<file path="src/pkg/nvm_port_regs.vh">
// Constants of the parallel programming port: command codes, action and
// byte-select encodings, page geometry, reset values and timing counts.
// Assumes inclusion by bare name from the design files.
`ifndef NVM_PORT_REGS_VH
`define NVM_PORT_REGS_VH

// Clock period of clk_sys in picoseconds (200 MHz).
`define NVM_CLK_PERIOD_PS 5000

// Action select encodings, {action_select_hi, action_select_lo}.
`define NVM_ACT_ADDR 2'b00
`define NVM_ACT_DATA 2'b01
`define NVM_ACT_CMD 2'b10
`define NVM_ACT_IDLE 2'b11

// Byte select encodings, {byte_select_2, byte_select_1}.
`define NVM_BS_LOW 2'b00
`define NVM_BS_HIGH 2'b01
`define NVM_BS_EXT 2'b10
`define NVM_BS_TOP 2'b11

// Command byte codes.
`define NVM_CMD_NOP 8'h00
`define NVM_CMD_WR_FUSE 8'h40
`define NVM_CMD_WR_LOCK 8'h20
`define NVM_CMD_WR_FLASH 8'h10
`define NVM_CMD_WR_EE 8'h11
`define NVM_CMD_RD_SIG 8'h08
`define NVM_CMD_RD_FUSE 8'h04
`define NVM_CMD_RD_FLASH 8'h02
`define NVM_CMD_RD_EE 8'h03

// Page geometry: word-in-page bits of flash and EEPROM, page buffer depth.
`define NVM_FLASH_WORD_BITS 7
`define NVM_EE_WORD_BITS 3
`define NVM_PAGE_DEPTH 32

// Lock byte fields: the two basic lock bits and the boot lock bits.
`define NVM_LOCK_BASIC_MSB 1
`define NVM_LOCK_BOOT_LSB 2
`define NVM_LOCK_BOOT_MSB 5

// Reset values of the fuse and lock bytes (all erased).
`define NVM_FUSE_LO_RST 8'hFF
`define NVM_FUSE_HI_RST 8'hFF
`define NVM_FUSE_EXT_RST 8'hFF
`define NVM_LOCK_RST 8'hFF

// Least write-to-ready time, in microseconds.
`define NVM_T_PROG_US 3700

`endif

</file>
<file path="src/design/nvm_prog_port.v">
// Parallel programming port: command, address and data loading, page
// buffering, page programming towards the array, fuse and lock bytes, reads.
// Assumes all port inputs are synchronous to clk_sys and the array port is
// a simple synchronous memory with one cycle of read latency.
//
// What this block does
// - Action 10 and strobe load the command
// - Action 00, selects 00 load address low
// - Action 00, selects 01 load address high
// - Action 00, selects 10 load extended address
// - Action 01 loads data low or high
// - Page latch with select one pushes data at word address
// - Low bits word, upper bits page
// - Write low pulse programs page, busy shown
// - Command zero clears pending write state
// - EEPROM page loaded and programmed likewise
// - Flash read drives low or high byte
// - EEPROM read drives addressed byte
// - Fuse write picks byte by selects
// - Lock write programs zero bits only
// - Lock mode 3 blocks boot lock programming
// - Lock bits cleared only by erase
// - Fuse and lock read by selects
// - Signature byte read by low address
// - Calibration byte read with select one
// - Data bus driven only while enabled
// - Ready low while programming or while a latch waits for buffer room, high otherwise
// - Command and address held until reloaded
// - Action 11 does nothing
`timescale 1ns/1ps
`default_nettype none
`include "nvm_port_regs.vh"

module nvm_prog_port #(
  // Divides first, because the product of time and rate would overflow 32 bits.
  parameter PROG_CYCLES = `NVM_T_PROG_US * (1000000 / `NVM_CLK_PERIOD_PS),
  parameter PAGE_DEPTH = `NVM_PAGE_DEPTH,
  parameter [7:0] SIG_BYTE0 = 8'h5A, // Arbitrary identity value.
  parameter [7:0] SIG_BYTE1 = 8'hA5, // Arbitrary identity value.
  parameter [7:0] SIG_BYTE2 = 8'h3C, // Arbitrary identity value.
  parameter [7:0] CAL_BYTE = 8'h80
) (
  // Clock and reset.
  input wire clk_sys,
  input wire rst,
  // Programmer strobes and selects.
  input wire load_strobe,
  input wire page_latch,
  input wire write_n,
  input wire output_enable_n,
  input wire action_select_hi,
  input wire action_select_lo,
  input wire byte_select_1,
  input wire byte_select_2,
  // Data bus, split into its three signals.
  input wire [7:0] data_in,
  output wire [7:0] data_out,
  output wire data_oe,
  // Progress flag.
  output wire ready_busy,
  // Lock clear from the chip erase logic.
  input wire erase_locks,
  // Array write port.
  output wire nvm_wr_valid,
  input wire nvm_wr_ready,
  output wire nvm_wr_eeprom,
  output wire [23:0] nvm_wr_addr,
  output wire [15:0] nvm_wr_data,
  // Array read port.
  output wire nvm_rd_eeprom,
  output wire [23:0] nvm_rd_addr,
  input wire [15:0] nvm_rd_data
);

  localparam [1:0] ST_IDLE = 2'b00;
  localparam [1:0] ST_DRAIN = 2'b01;
  localparam [1:0] ST_WAIT = 2'b10;
  localparam [31:0] PROG_LAST = PROG_CYCLES - 1;

  // Picks one of four bytes by a two-bit select.
  function [7:0] pick4;
    input [1:0] sel;
    input [7:0] b0;
    input [7:0] b1;
    input [7:0] b2;
    input [7:0] b3;
    begin
      case (sel)
        2'b00: pick4 = b0;
        2'b01: pick4 = b1;
        2'b10: pick4 = b2;
        default: pick4 = b3;
      endcase
    end
  endfunction

  // Registers.
  reg strobe_prev_ff;
  reg latch_prev_ff;
  reg write_prev_ff;
  reg [7:0] cmd_ff;
  reg [23:0] addr_ff;
  reg [15:0] wdata_ff;
  reg pend_ff;
  reg [1:0] state_ff;
  reg [31:0] timer_ff;
  reg [7:0] fuse_lo_ff;
  reg [7:0] fuse_hi_ff;
  reg [7:0] fuse_ext_ff;
  reg [7:0] lock_ff;
  reg wr_valid_ff;
  reg [23:0] wr_addr_ff;
  reg [15:0] wr_data_ff;
  reg wr_ee_ff;
  reg rd_ee_ff;
  reg [23:0] rd_addr_ff;
  reg [7:0] dout_ff;
  reg doe_ff;
  reg rdy_ff;
  reg [7:0] nxt_dout;
  reg [7:0] nxt_lock;

  wire [1:0] act = {action_select_hi, action_select_lo};
  wire [1:0] bsel = {byte_select_2, byte_select_1};
  wire strobe_rise = load_strobe & ~strobe_prev_ff;
  wire latch_rise = page_latch & ~latch_prev_ff;
  wire write_fall = ~write_n & write_prev_ff;
  wire is_ee_wr = (cmd_ff == `NVM_CMD_WR_EE);
  wire is_page_cmd = (cmd_ff == `NVM_CMD_WR_FLASH) | is_ee_wr;
  wire idle = (state_ff == ST_IDLE);
  wire nop_load = strobe_rise && (act == `NVM_ACT_CMD) && (data_in == `NVM_CMD_NOP);

  // FIFO hookup.
  wire fifo_in_valid;
  wire fifo_in_ready;
  wire [23:0] fifo_in_data;
  wire fifo_out_valid;
  wire fifo_out_ready;
  wire [23:0] fifo_out_data;

  // ****************************************************************
  // Edge detection on the strobes
  // ****************************************************************

  // Strobes are sampled each cycle; edges act exactly once per pulse.
  always @(posedge clk_sys or posedge rst) begin
    if (rst) begin
      strobe_prev_ff <= 1'b0;
      latch_prev_ff <= 1'b0;
      write_prev_ff <= 1'b1;
    end else begin
      strobe_prev_ff <= load_strobe;
      latch_prev_ff <= page_latch;
      write_prev_ff <= write_n;
    end
  end

  // ****************************************************************
  // Command, address and data loading
  // ****************************************************************

  // Loads happen on the strobe's rising edge; values stay until reloaded.
  // held until reload
  always @(posedge clk_sys or posedge rst) begin
    if (rst) begin
      cmd_ff <= `NVM_CMD_NOP;
      addr_ff <= 24'h00_0000;
      wdata_ff <= 16'hFFFF;
    end else if (strobe_rise) begin
      case (act)
        `NVM_ACT_CMD: begin
          cmd_ff <= data_in;
        end
        `NVM_ACT_ADDR: begin
          case (bsel)
            `NVM_BS_LOW: addr_ff[7:0] <= data_in;
            `NVM_BS_HIGH: addr_ff[15:8] <= data_in;
            `NVM_BS_EXT: addr_ff[23:16] <= data_in;
            default: addr_ff <= addr_ff;
          endcase
        end
        `NVM_ACT_DATA: begin
          if (byte_select_1) begin
            wdata_ff[15:8] <= data_in;
          end else begin
            wdata_ff[7:0] <= data_in;
          end
        end
        default: cmd_ff <= cmd_ff;
      endcase
    end
  end

  // ****************************************************************
  // Page buffer
  // ****************************************************************

  // latch into buffer
  // A latch that meets a full buffer is held pending until the no-op command drops it,
  // since write pulses are ignored meanwhile; busy stays low so the programmer waits.
  assign fifo_in_valid = ((latch_rise & byte_select_1) | pend_ff) & idle;
  assign fifo_in_data = {addr_ff[7:0], wdata_ff};

  always @(posedge clk_sys or posedge rst) begin
    if (rst) begin
      pend_ff <= 1'b0;
    end else if (nop_load) begin
      pend_ff <= 1'b0;
    end else begin
      pend_ff <= fifo_in_valid & ~fifo_in_ready;
    end
  end

  nvm_page_fifo #(
    .WIDTH(24),
    .DEPTH(PAGE_DEPTH),
    .AW(5)
  ) nvm_page_fifo_inst (
    .clk_sys(clk_sys),
    .rst(rst),
    .clear(nop_load & idle),
    .in_valid(fifo_in_valid),
    .in_ready(fifo_in_ready),
    .in_data(fifo_in_data),
    .out_valid(fifo_out_valid),
    .out_ready(fifo_out_ready),
    .out_data(fifo_out_data)
  );

  assign fifo_out_ready = (state_ff == ST_DRAIN) & (~wr_valid_ff | nvm_wr_ready);

  // ****************************************************************
  // Programming sequencer
  // ****************************************************************

  // Lock merge: bits can only go from 1 to 0 here; boot bits are frozen
  // once both basic bits are programmed.
  always @* begin
    nxt_lock = lock_ff & wdata_ff[7:0];
    if (lock_ff[`NVM_LOCK_BASIC_MSB:0] == 2'b00) begin
      nxt_lock[`NVM_LOCK_BOOT_MSB:`NVM_LOCK_BOOT_LSB] =
        lock_ff[`NVM_LOCK_BOOT_MSB:`NVM_LOCK_BOOT_LSB];
    end
  end

  // Write pulses are taken only when idle; during busy they are ignored.
  always @(posedge clk_sys or posedge rst) begin
    if (rst) begin
      state_ff <= ST_IDLE;
      timer_ff <= 32'h0000_0000;
      fuse_lo_ff <= `NVM_FUSE_LO_RST;
      fuse_hi_ff <= `NVM_FUSE_HI_RST;
      fuse_ext_ff <= `NVM_FUSE_EXT_RST;
      lock_ff <= `NVM_LOCK_RST;
      wr_valid_ff <= 1'b0;
      wr_addr_ff <= 24'h00_0000;
      wr_data_ff <= 16'h0000;
      wr_ee_ff <= 1'b0;
    end else begin
      if (erase_locks) begin
        lock_ff <= `NVM_LOCK_RST;
      end
      case (state_ff)
        ST_IDLE: begin
          timer_ff <= 32'h0000_0000;
          if (write_fall && !pend_ff) begin
            if (is_page_cmd && bsel == `NVM_BS_LOW) begin
              state_ff <= ST_DRAIN;
              wr_ee_ff <= is_ee_wr;
            end else if (cmd_ff == `NVM_CMD_WR_FUSE) begin
              case (bsel)
                `NVM_BS_LOW: fuse_lo_ff <= wdata_ff[7:0];
                `NVM_BS_HIGH: fuse_hi_ff <= wdata_ff[7:0];
                `NVM_BS_EXT: fuse_ext_ff <= wdata_ff[7:0];
                default: fuse_lo_ff <= fuse_lo_ff;
              endcase
              state_ff <= ST_WAIT;
            end else if (cmd_ff == `NVM_CMD_WR_LOCK && !erase_locks) begin
              lock_ff <= nxt_lock;
              state_ff <= ST_WAIT;
            end
          end
        end
        ST_DRAIN: begin
          if (fifo_out_ready && fifo_out_valid) begin
            wr_valid_ff <= 1'b1;
            wr_data_ff <= fifo_out_data[15:0];
            if (wr_ee_ff) begin
              wr_addr_ff <= {8'h00, addr_ff[15:`NVM_EE_WORD_BITS],
                fifo_out_data[16 +: `NVM_EE_WORD_BITS]};
            end else begin
              wr_addr_ff <= {addr_ff[23:`NVM_FLASH_WORD_BITS],
                fifo_out_data[16 +: `NVM_FLASH_WORD_BITS]};
            end
          end else if (nvm_wr_ready) begin
            wr_valid_ff <= 1'b0;
          end
          if (!fifo_out_valid && (!wr_valid_ff || nvm_wr_ready)) begin
            state_ff <= ST_WAIT;
          end
        end
        ST_WAIT: begin
          // The cell programming time follows the transfer.
          if (timer_ff >= PROG_LAST) begin
            state_ff <= ST_IDLE;
          end else begin
            timer_ff <= timer_ff + 32'h0000_0001;
          end
        end
        default: begin
          state_ff <= ST_IDLE;
        end
      endcase
    end
  end

  // ready flag
  // Busy also covers a latch waiting for buffer room.
  always @(posedge clk_sys or posedge rst) begin
    if (rst) begin
      rdy_ff <= 1'b1;
    end else begin
      rdy_ff <= idle & ~pend_ff & ~(write_fall & is_page_cmd & (bsel == `NVM_BS_LOW)) &
        ~(write_fall & (cmd_ff == `NVM_CMD_WR_FUSE)) &
        ~(write_fall & (cmd_ff == `NVM_CMD_WR_LOCK) & ~erase_locks);
    end
  end

  // ****************************************************************
  // Read path
  // ****************************************************************

  // The array address follows the loaded address; data returns a cycle later.
  always @(posedge clk_sys or posedge rst) begin
    if (rst) begin
      rd_ee_ff <= 1'b0;
      rd_addr_ff <= 24'h00_0000;
    end else begin
      rd_ee_ff <= (cmd_ff == `NVM_CMD_RD_EE);
      rd_addr_ff <= (cmd_ff == `NVM_CMD_RD_EE) ? {8'h00, addr_ff[15:0]} : addr_ff;
    end
  end

  // Read data selection by command and byte selects.
  always @* begin
    case (cmd_ff)
      `NVM_CMD_RD_FLASH: nxt_dout = byte_select_1 ? nvm_rd_data[15:8] : nvm_rd_data[7:0];
      `NVM_CMD_RD_EE: nxt_dout = nvm_rd_data[7:0];
      `NVM_CMD_RD_FUSE: nxt_dout = pick4(bsel, fuse_lo_ff, lock_ff, fuse_ext_ff, fuse_hi_ff);
      `NVM_CMD_RD_SIG: begin
        if (byte_select_1) begin
          nxt_dout = CAL_BYTE;
        end else begin
          nxt_dout = pick4(addr_ff[1:0], SIG_BYTE0, SIG_BYTE1, SIG_BYTE2, 8'hFF);
          if (addr_ff[7:2] != 6'h00) begin
            nxt_dout = 8'hFF;
          end
        end
      end
      default: nxt_dout = 8'hFF;
    endcase
  end

  always @(posedge clk_sys or posedge rst) begin
    if (rst) begin
      dout_ff <= 8'hFF;
      doe_ff <= 1'b0;
    end else begin
      dout_ff <= nxt_dout;
      doe_ff <= ~output_enable_n;
    end
  end

  // ****************************************************************
  // Outputs
  // ****************************************************************

  assign data_out = dout_ff;
  assign data_oe = doe_ff;
  assign ready_busy = rdy_ff;
  assign nvm_wr_valid = wr_valid_ff;
  assign nvm_wr_eeprom = wr_ee_ff;
  assign nvm_wr_addr = wr_addr_ff;
  assign nvm_wr_data = wr_data_ff;
  assign nvm_rd_eeprom = rd_ee_ff;
  assign nvm_rd_addr = rd_addr_ff;

endmodule

`default_nettype wire

</file>
<file path="src/design/nvm_page_fifo.v">
// Page buffer FIFO with parameterised width and depth.
// Assumes one clock and an asynchronous active-high reset.
`timescale 1ns/1ps
`default_nettype none

module nvm_page_fifo #(
  parameter WIDTH = 24,
  parameter DEPTH = 32,
  parameter AW = 5
) (
  // Clock and reset.
  input wire clk_sys,
  input wire rst,
  // Synchronous flush of all entries.
  input wire clear,
  // Filling side.
  input wire in_valid,
  output wire in_ready,
  input wire [WIDTH-1:0] in_data,
  // Draining side.
  output wire out_valid,
  input wire out_ready,
  output wire [WIDTH-1:0] out_data
);

  reg [WIDTH-1:0] mem_ff [0:DEPTH-1];
  reg [AW-1:0] wr_ptr_ff;
  reg [AW-1:0] rd_ptr_ff;
  reg [AW:0] count_ff;
  wire push;
  wire pop;

  // Full and empty come from the occupancy count, never from pointers alone.
  assign in_ready = (count_ff != DEPTH[AW:0]);
  assign out_valid = (count_ff != {(AW+1){1'b0}});
  assign out_data = mem_ff[rd_ptr_ff];
  assign push = in_valid & in_ready;
  assign pop = out_valid & out_ready;

  // ****************************************************************
  // Storage and pointers
  // ****************************************************************

  // Storage is written without reset; only valid entries are ever read.
  always @(posedge clk_sys) begin
    if (push) begin
      mem_ff[wr_ptr_ff] <= in_data;
    end
  end

  // Pointers wrap at DEPTH, so DEPTH need not be a power of two.
  always @(posedge clk_sys or posedge rst) begin
    if (rst) begin
      wr_ptr_ff <= {AW{1'b0}};
      rd_ptr_ff <= {AW{1'b0}};
      count_ff <= {(AW+1){1'b0}};
    end else if (clear) begin
      wr_ptr_ff <= {AW{1'b0}};
      rd_ptr_ff <= {AW{1'b0}};
      count_ff <= {(AW+1){1'b0}};
    end else begin
      if (push) begin
        wr_ptr_ff <= (wr_ptr_ff == DEPTH[AW-1:0] - 1'b1) ? {AW{1'b0}} : wr_ptr_ff + 1'b1;
      end
      if (pop) begin
        rd_ptr_ff <= (rd_ptr_ff == DEPTH[AW-1:0] - 1'b1) ? {AW{1'b0}} : rd_ptr_ff + 1'b1;
      end
      if (push && !pop) begin
        count_ff <= count_ff + 1'b1;
      end else if (pop && !push) begin
        count_ff <= count_ff - 1'b1;
      end
    end
  end

endmodule

`default_nettype wire

</file>
<file path="config.mk">
export PLATFORM = sky130hd
export DESIGN_NAME = nvm_prog_port
export DESIGN_NICKNAME = d
export VERILOG_FILES = /design/src/design/nvm_prog_port.v /design/src/design/nvm_page_fifo.v
export VERILOG_INCLUDE_DIRS = /design/src /design/src/pkg
export SDC_FILE = /design/constraint.sdc
export NUM_CORES = 1
export LEC_CHECK = 0
export ABC_AREA = 1
export BUFFER_PORTS_ARGS = -buffer_cell sky130_fd_sc_hd__buf_4
export CAP_MARGIN = 25
export CORE_MARGIN = 10
export CORE_UTILIZATION = 40
export DETAILED_ROUTE_END_ITERATION = 10
export SYNTH_ARGS = -nofsm -noshare
export SYNTH_HDL_FRONTEND = slang
export SYNTH_HIERARCHICAL = 1
export SYNTH_SLANG_ARGS = --single-unit
export TNS_END_PERCENT = 30
</file>
<file path="constraint.sdc">
create_clock -name clk_sys -period 11 [get_ports clk_sys]
set_clock_uncertainty 0.1 [all_clocks]
set_input_delay 1.1 -clock clk_sys [delete_from_list [all_inputs] [get_ports clk_sys]]
set_output_delay 1.1 -clock clk_sys [all_outputs]
set_load 0.05 [all_outputs]
</file>
==> out/qor.log, run 1 <==
qor: status.status finished, final reports clean
qor: power.power_per_cell_area 181 nW/um2
qor: cells_and_area.syn2layout_area_growth 13.3%
qor: clocking.post-cts-setup-buffer-count 0
qor: detailed_routing.drt-total-wl 116 mm
qor: worst_setup_path.critical_path.cell_chain nor2_1, inv_2, a21oi_1, inv_1, nor2_4, nand2_1, buf_4, nor2_4
qor: power.fin_total_pwr 8.10 mW
qor: cells_and_area.num-nets-final 3,698
qor: worst_setup_path.critical_path.max_fanout 25
qor: power.power_switching_share 24.8%
qor: clocking.clockRootBuffer clkbuf_16
qor: global_routing.maximum_number_of_pins_on_one_net_before_global_route_repair 183
qor: global_routing.via_count_of_the_first_global_routing_pass 25,300
qor: worst_setup_path.arrival 4.19 ns
qor: floorplan.area_enclosed_by_the_die_boundary 111,000 um2
qor: clocking.clk-insertion-delay-late 0.70 ns
qor: timing.rsz0062_at_grt no
qor: worst_setup_path.r2r_end nvm_page_fifo_inst/mem_ff[16][7]$_DFFE_PP_
qor: floorplan.floorplan.initialDensity 40.2%
qor: yosys.post_synth_inst_count 3,592
qor: place.finalWeightedCongestion 0.837
qor: timing.worst_slew_pin_slew 1.13 ns
qor: timing.min_period 4.01 ns
qor: power.leakage 17.0 nW
qor: floorplan.floorplan.core_area 98,000 um2
qor: worst_setup_path.worstSetupPathType register to register
qor: global_routing.grt_use_total 20.2%
qor: timing.fmax 0.249 GHz
qor: clocking.cts-hold-fix-buffers 0
qor: timing.final_report_hold_violation_count 0
qor: detailed_routing.drcViolationCount 0
qor: power.cell_internal_pwr 6.09 mW
qor: detailed_routing.drt-initial-drc-count 3,468
qor: floorplan.die_height 334 um
qor: hold_path.hold_class input port to asynchronous set/reset pin
qor: power.combPwrFrac 5.5%
qor: floorplan.pin_count 113
qor: worst_setup_path.timing.critical_path.slowest_cell_delay 0.59 ns
qor: flow_run.max_cap_viol_count 0
qor: detailed_routing.post_drt_wl_per_cell 23.2 um
qor: worst_setup_path.worstRegToRegCells 8
qor: detailed_routing.drtPass1Iterations 6
qor: power.power_frac_seq 53.0%
qor: global_routing.overflow 0
qor: power.p_sw 2.00 mW
qor: worst_setup_path.critical_path_required 11.18 ns
qor: global_routing.global_route_wire_length_before_repair 170 mm
qor: worst_setup_path.worstReg2RegStart state_ff[1]$_DFFE_PP0P_
qor: timing.final_min_period_over_clock_period 36.5%
qor: cells_and_area.final_layout_size_suffix_gt1_share 11.6%
qor: timing.timing.final.setup_violations 0
qor: clocking.post_cts.resized_instances 0
qor: clocking.cts_htree_levels 3
qor: floorplan.die-width 334 um
qor: timing.setup-tns-final 0 ns
qor: detailed_routing.antenna_violating_nets_post_route 0
qor: worst_setup_path.timing.critical_path.mode_cell nor2_4
qor: power.worst_ir_drop_vdd 148 uV
qor: place.post-place-cells 4,826
qor: detailed_routing.routed-via-count 27,100
qor: place.place_hpwl 68.4 mm
qor: yosys.synth_area_per_cell 11.0 um2
qor: place.numPortBuffers 112
qor: worst_setup_path.slowest_stage nor2_1
qor: cells_and_area.post-route-cell-area 44,700 um2
qor: clocking.clockBufferDepth 3
qor: worst_setup_path.timing.critical_path.from_type register
qor: global_routing.grt_antenna_before_repair 5
qor: timing.slew-limit-headroom 24.4%
qor: worst_setup_path.r2r_setup_slack 6.99 ns
qor: yosys.synth_nets 3,645
qor: yosys.yosysWarnings 6
qor: clocking.tritoncts done
qor: clocking.tritoncts_num_sinks 947
qor: detailed_routing.routed_via_density 5.39
qor: clocking.cts_made_buffers 99
qor: timing.slew_violations 0
qor: place.dpl_cell_area 41,300 um2
qor: power.share_clk_of_total_power 41.6%
qor: worst_setup_path.worst_setup_path_end_kind register
qor: floorplan.floorplan.rows 115
qor: cells_and_area.layout.cells.non_filler 5,018
qor: clocking.clk_transition_reported_paths 0.06 ns
qor: yosys.synth_area 39,400 um2
[metrics by stage]
step | utilization [%] | setup slack, ns | hold slack, ns
floorplan | - | 4.58 | 0.274
global route | 45.6 | 6.69 | 0.259
CTS | 45.5 | 6.89 | 0.308
global placement | 42.0 | 6.89 | 0.290
finish | 45.6 | 6.99 | 0.262
detailed placement | 42.1 | 6.85 | 0.293
[metal layers]
| metal | up-vias | global-route usage, % | share of wire, % |
|---|---|---|---|
| met5 | - | 0 | 0.0095 |
| met4 | 2 | 6.60 | 3.1 |
| met3 | 178 | 3.33 | 8.5 |
| met2 | 1167 | 30.4 | 45 |
| met1 | 13300 | 29.7 | 44 |
| li1 | 12400 | - | - |
[power groups by stage]
| stage | combinational (mW) | sequential, mW | clock, mW |
|---|---|---|---|
| final | 0.441 | 4.29 | 3.37 |
| after global routing | 0.469 | 4.29 | 3.55 |
| after CTS | 0.386 | 4.33 | 3.42 |
| after detailed placement | 0.385 | 4.40 | 0 |
| after global placement | 0.340 | 4.43 | 0 |
| after floorplan | 0.0939 | 4.35 | 0 |
[cells in the final DEF, fill, tap and decap left out, types with 3 or more instances in the layout]
master / instances
clkbuf_1: 22
clkinvlp_4: 5
o22ai_1: 3
o21ai_0: 80
nor2_4: 33
buf_12: 8
clkbuf_8: 8
nand2_1: 1238
nand4_1: 22
clkinv_1: 19
nand3_4: 3
o31ai_1: 12
dfrtp_2: 6
nor4_1: 3
xor2_1: 11
edfxtp_1: 736
nand2_2: 6
dfstp_2: 58
o21ai_1: 35
clkbuf_16: 100
or2_2: 4
clkinv_16: 5
o21ai_2: 7
inv_1: 105
nor2_2: 3
clkinv_2: 17
dfrtp_1: 144
buf_4: 138
xnor2_1: 4
a211oi_1: 3
nor2_1: 125
nor3_2: 3
inv_2: 8
a21oi_1: 85
nor3_1: 6
nand3_1: 615
dfrtp_4: 3
bufinv_16: 7
ha_1: 16
[area by class of cell]
| type | instances | area [um2] |
|---|---|---|
| clock buffers | 130 | 2700 |
| inverters | 117 | 467 |
| well taps | 1287 | 1610 |
| fillers | 8872 | 53300 |
| repair buffers | 147 | 1220 |
| multi-input cells | 2333 | 10600 |
| diodes | 1 | 2.50 |
| flip-flops and latches | 947 | 27500 |
| clock inverters | 56 | 592 |
[sequential cells by signal, summed over array words and instances, names as in the netlist, 2 cells and up]
signal and cells:
fuse_lo_ff 8, fuse_ext_ff 8, nvm_wr_data 16, timer_ff 32, lock_ff 8, nvm_page_fifo_inst/wr_ptr_ff 5
nvm_page_fifo_inst/count_ff 6, wdata_ff 16, nvm_page_fifo_inst/rd_ptr_ff 5, cmd_ff 8, fuse_hi_ff 8, nvm_rd_addr 24
nvm_page_fifo_inst/mem_ff 736, nvm_wr_addr 24, data_out 8, state_ff 2, addr_ff 24
[how the worst max path moves through the flow]
stage                                                  endpoint                                         from
finish               nvm_page_fifo_inst/mem_ff[16][7]$_DFFE_PP_                      state_ff[1]$_DFFE_PP0P_
global route                         nvm_wr_addr[5]$_DFFE_PP0P_  nvm_page_fifo_inst/rd_ptr_ff[0]$_DFFE_PP0P_
CTS                                  nvm_wr_addr[5]$_DFFE_PP0P_  nvm_page_fifo_inst/rd_ptr_ff[0]$_DFFE_PP0P_
detailed placement  nvm_page_fifo_inst/mem_ff[28][14]$_DFFE_PP_                                byte_select_1
global placement     nvm_page_fifo_inst/mem_ff[28][5]$_DFFE_PP_                                byte_select_1
floorplan                                addr_ff[0]$_DFFE_PP0P_                                          rst
[worst max-delay path, delay by kind of cell (launching register included)]
family | cells | cell delay, ns
and+or+nand+nor | 4 | 1.75
buffers and inverters | 3 | 0.90
DFF | 1 | 0.42
AOI/OAI and AO/OA | 1 | 0.42
No activity file was read; power rests on OpenSTA's default activity.
==> run 2, diff against run 1 <==
==> constraint.sdc (replaced) <==
create_clock -name clk_sys -period 3.7 [get_ports clk_sys]
set_clock_uncertainty 0.1 [all_clocks]
set_input_delay 0.37 -clock clk_sys [delete_from_list [all_inputs] [get_ports clk_sys]]
set_output_delay 0.37 -clock clk_sys [all_outputs]
set_load 0.05 [all_outputs]
==> run 2 against run 1 <==
Against the previous run: first-iteration DRC count is 25% lower; non-clock buffer count up 85; via count down 1.1%; final cell count grew 1.6%; utilization grew 0.55 points; combinational power up 130%; sequential cell count unchanged; register-to-register slack got worse by 6.1 ns; count of clock-buffer cells in the layout is 3 higher; critical path type unchanged.
==> out/qor.log, run 2 (synthesized netlist as in run 1, its figures left out) <==
qor: status.status finished, final reports clean [unchanged]
qor: floorplan.die-width 334 um [unchanged]
qor: place.numPortBuffers 112 [unchanged]
qor: cells_and_area.fillerInstances 8,873 [was 8,872]
qor: timing.min_period 2.77 ns [was 4.01 ns]
qor: detailed_routing.drt-total-wl 107 mm [was 116 mm]
qor: hold_path.hold_path.startpoint data_in[1]
qor: cells_and_area.layout_commonest_cell nand2_1 [unchanged]
qor: cells_and_area.multi_input_area 10,500 um2 [was 10,600 um2]
qor: detailed_routing.antenna_violating_nets_post_route 0 [unchanged]
qor: floorplan.area_enclosed_by_the_die_boundary 111,000 um2 [unchanged]
qor: clocking.clockRootBuffer clkbuf_16 [unchanged]
qor: timing.fmax 0.361 GHz [was 0.249 GHz]
qor: cells_and_area.largest_register nvm_page_fifo_inst/mem_ff [unchanged]
qor: place.finalWeightedCongestion 0.839 [was 0.837]
qor: detailed_routing.met2_wirelength 50.4 mm [was 52.0 mm]
qor: floorplan.die_height 334 um [unchanged]
qor: cells_and_area.num-nets-final 3,783 [was 3,698]
qor: timing.slew-limit-headroom 28.0% [was 24.4%]
qor: power.worst_ir_drop_vdd 378 uV [was 148 uV]
qor: worst_setup_path.arrival 3.28 ns [was 4.19 ns]
qor: detailed_routing.routed.top_layer met4 [was met5]
qor: cells_and_area.largest_register_ffs 736 [unchanged]
qor: hold_path.hold_class input port to register [was input port to asynchronous set/reset pin]
qor: worst_setup_path.critical_path_required 4.21 ns [was 11.18 ns]
qor: cells_and_area.most-common-layout-cells nand2_1, edfxtp_1, nand3_1 [unchanged]
qor: clocking.clk_transition_reported_paths 0.06 ns [about the same]
qor: global_routing.maximum_number_of_pins_on_one_net_before_global_route_repair 125 [was 183]
qor: worst_setup_path.worstReg2RegStart addr_ff[1]$_DFFE_PP0P_ [was state_ff[1]$_DFFE_PP0P_]
qor: cells_and_area.final_layout_size_suffix_gt1_share 13.0% [was 11.6%]
qor: worst_setup_path.timing.critical_path.slowest_cell_delay 0.87 ns [was 0.59 ns]
qor: detailed_routing.met3RoutedLength 6.40 mm [was 9.85 mm]
qor: power.p_sw 5.50 mW [was 2.00 mW]
qor: timing.timing.final.setup_violations 0 [unchanged]
qor: detailed_routing.m1WireLength 46.9 mm [was 50.7 mm]
qor: power.share_clk_of_total_power 40.9% [was 41.6%]
qor: global_routing.global_route_wire_length_before_repair 163 mm [was 170 mm]
qor: timing.worst_hold_slack 0.0371 ns [was 0.262 ns]
qor: worst_setup_path.worst_setup_path_end_kind register [unchanged]
qor: timing.setup-tns-final 0 ns [unchanged]
qor: clocking.clk-insertion-delay-late 0.68 ns [was 0.70 ns]
qor: clocking.clockBufferDepth 3 [unchanged]
qor: detailed_routing.routed_via_density 5.25 [was 5.39]
qor: floorplan.floorplan.initialDensity 40.2% [unchanged]
qor: power.leakage 17.4 nW [was 17.0 nW]
qor: worst_setup_path.critical_path.cell_chain inv_1, ha_1, nor3_1, nor2_1, a21oi_1, nand4_1, dlygate4sd3_1 [was nor2_1, inv_2, a21oi_1, inv_1, nor2_4, nand2_1, buf_4, nor2_4]
qor: hold_path.hold_end wdata_ff[9]$_DFFE_PP1P_
qor: cells_and_area.area.sequential 27,500 um2 [about the same]
qor: detailed_routing.routed-via-count 26,800 [was 27,100]
qor: detailed_routing.drtPass1Iterations 7 [was 6]
qor: floorplan.pin_count 113 [unchanged]
qor: hold_path.worstHoldPathCells 3
qor: global_routing.grt_antenna_before_repair 0 [was 5]
qor: worst_setup_path.critical_path.max_fanout 36 [was 25]
qor: detailed_routing.post_drt_wl_per_cell 21.1 um [was 23.2 um]
qor: cells_and_area.antenna_cells 0 [was 1]
qor: worst_setup_path.r2r_setup_slack 0.93 ns [was 6.99 ns]
qor: timing.rsz0062_at_grt no [unchanged]
qor: detailed_routing.drt-initial-drc-count 2,606 [was 3,468]
qor: timing.final_min_period_over_clock_period 74.8% [was 36.5%]
qor: global_routing.grt_use_total 19.0% [was 20.2%]
qor: worst_setup_path.slowest_stage dfrtp_2 [was nor2_1]
qor: worst_setup_path.timing.critical_path.from_type register [unchanged]
qor: timing.final_report_hold_violation_count 0 [unchanged]
qor: worst_setup_path.worstRegToRegCells 7 [was 8]
qor: global_routing.via_count_of_the_first_global_routing_pass 25,900 [was 25,300]
qor: place.dp_slack 0.843 ns [was 6.85 ns]
qor: floorplan.floorplan.core_area 98,000 um2 [unchanged]
qor: power.power_per_cell_area 518 nW/um2 [was 181 nW/um2]
qor: place.post-place-cells 4,894 [was 4,826]
qor: clocking.cts_made_buffers 99 [unchanged]
qor: timing.slew_violations 0 [unchanged]
qor: worst_setup_path.r2r_end data_out[0]$_DFF_PP1_ [was nvm_page_fifo_inst/mem_ff[16][7]$_DFFE_PP_]
qor: power.combPwrFrac 4.3% [was 5.5%]
qor: timing.postLayoutSetupSlackWorst 0.933 ns [was 6.99 ns]
qor: flow_run.max_cap_viol_count 0 [unchanged]
qor: floorplan.floorplan.rows 115 [unchanged]
qor: place.place_hpwl 66.0 mm [was 68.4 mm]
qor: clocking.cts_htree_levels 3 [unchanged]
qor: detailed_routing.drcViolationCount 0 [unchanged]
qor: cells_and_area.finalCoreUtilization 46.1% [was 45.6%]
qor: power.cell_internal_pwr 17.9 mW [was 6.09 mW]
qor: cells_and_area.syn2layout_area_growth 14.7% [was 13.3%]
qor: cells_and_area.largestRegisters nvm_page_fifo_inst/mem_ff: 736 flops, timer_ff: 32 flops [unchanged]
qor: power.power_frac_seq 54.7% [was 53.0%]
qor: timing.worst_slew_pin_slew 1.08 ns [was 1.13 ns]
qor: cells_and_area.layout.cells.non_filler 5,100 [was 5,018]
qor: power.power_switching_share 23.5% [was 24.8%]
qor: worst_setup_path.worstSetupPathType register to register [unchanged]
qor: global_routing.overflow 0 [unchanged]
qor: clocking.tritoncts done [unchanged]
qor: clocking.tritoncts_num_sinks 947 [unchanged]
-- run 2: cell types whose count changed in the layout (fill, tap and decap cells not counted), sizes merged --
cell	delta
buf	+63
clkbuf	+3
clkinvlp	-3
inv	-1
dlygate4sd3	+22
clkinv	+2
diode	-1
bufinv	-3
-- run 2: how the worst max path moves through the flow --
stage | end | slack (ns) | startpoint
2_1_floorplan | nvm_page_fifo_inst/mem_ff[0][0]$_DFFE_PP_ | 0.66 | byte_select_1
3_3_place_gp | nvm_page_fifo_inst/mem_ff[22][10]$_DFFE_PP_ | 0.91 | byte_select_1
3_5_place_dp | nvm_page_fifo_inst/mem_ff[5][19]$_DFFE_PP_ | 0.84 | byte_select_1
4_1_cts | data_out[0]$_DFF_PP1_ | 0.83 | addr_ff[1]$_DFFE_PP0P_
5_1_grt | data_out[0]$_DFF_PP1_ | 0.78 | addr_ff[1]$_DFFE_PP0P_
6_report | data_out[0]$_DFF_PP1_ | 0.93 | addr_ff[1]$_DFFE_PP0P_
-- run 2: worst max-delay path: cells and delay by family, from the launching register on --
kind | cells | cell delay [ns]
and+or+nand+nor | 3 | 0.52
AOI/OAI and AO/OA | 1 | 0.17
DFF | 1 | 0.87
buffers and inverters | 2 | 0.77
adders and majority gates | 1 | 0.23
-- run 2: layout make-up --
cell class              instances  share of cell area [%]
repair buffers                232                    4.45
clock inverters                51                   0.842
multi-input cells            2333                    23.3
clock buffers                 133                    6.08
inverters                     117                    1.02
well taps                    1287                    3.56
flip-flops and latches        947                    60.8
-- run 2: metal layers --
metal | up-vias | track usage (%)
li1 | 12600 | -
met1 | 13100 | 25.9
met2 | 841 | 30.3
met3 | 168 | 2.89
met4 | 0 | 7.49
met5 | - | 0
-- run 2: per-stage QoR --
| stage | instance area, um2 | power (mW) |
|---|---|---|
| 3_5_place_dp | 41800 | 14.0 |
| 6_report | 45200 | 23.4 |
| 4_1_cts | 45200 | 23.6 |
| 5_1_grt | 45200 | 24.1 |
| 2_1_floorplan | 39400 | 13.2 |
| 3_3_place_gp | 41800 | 14.0 |
-- run 2: what timing repair did --
| action | CTS | global route |
|---|---|---|
| hold endpoints to repair | 50 | 0 |
| endpoints found under the setup margin | 0 | 0 |
| resized for setup | 0 | 0 |
| hold buffers | 22 | 0 |
| buffers inserted | 0 | 0 |
-- run 2: power groups by stage --
stage	Combinational, mW	Clock (mW)	Sequential [mW]
after floorplan	0.280	0	12.9
after global routing	1.10	10.2	12.8
final	1.02	9.58	12.8
after CTS	1.03	9.73	12.8
after global placement	0.984	0	13.0
after detailed placement	0.997	0	13.0
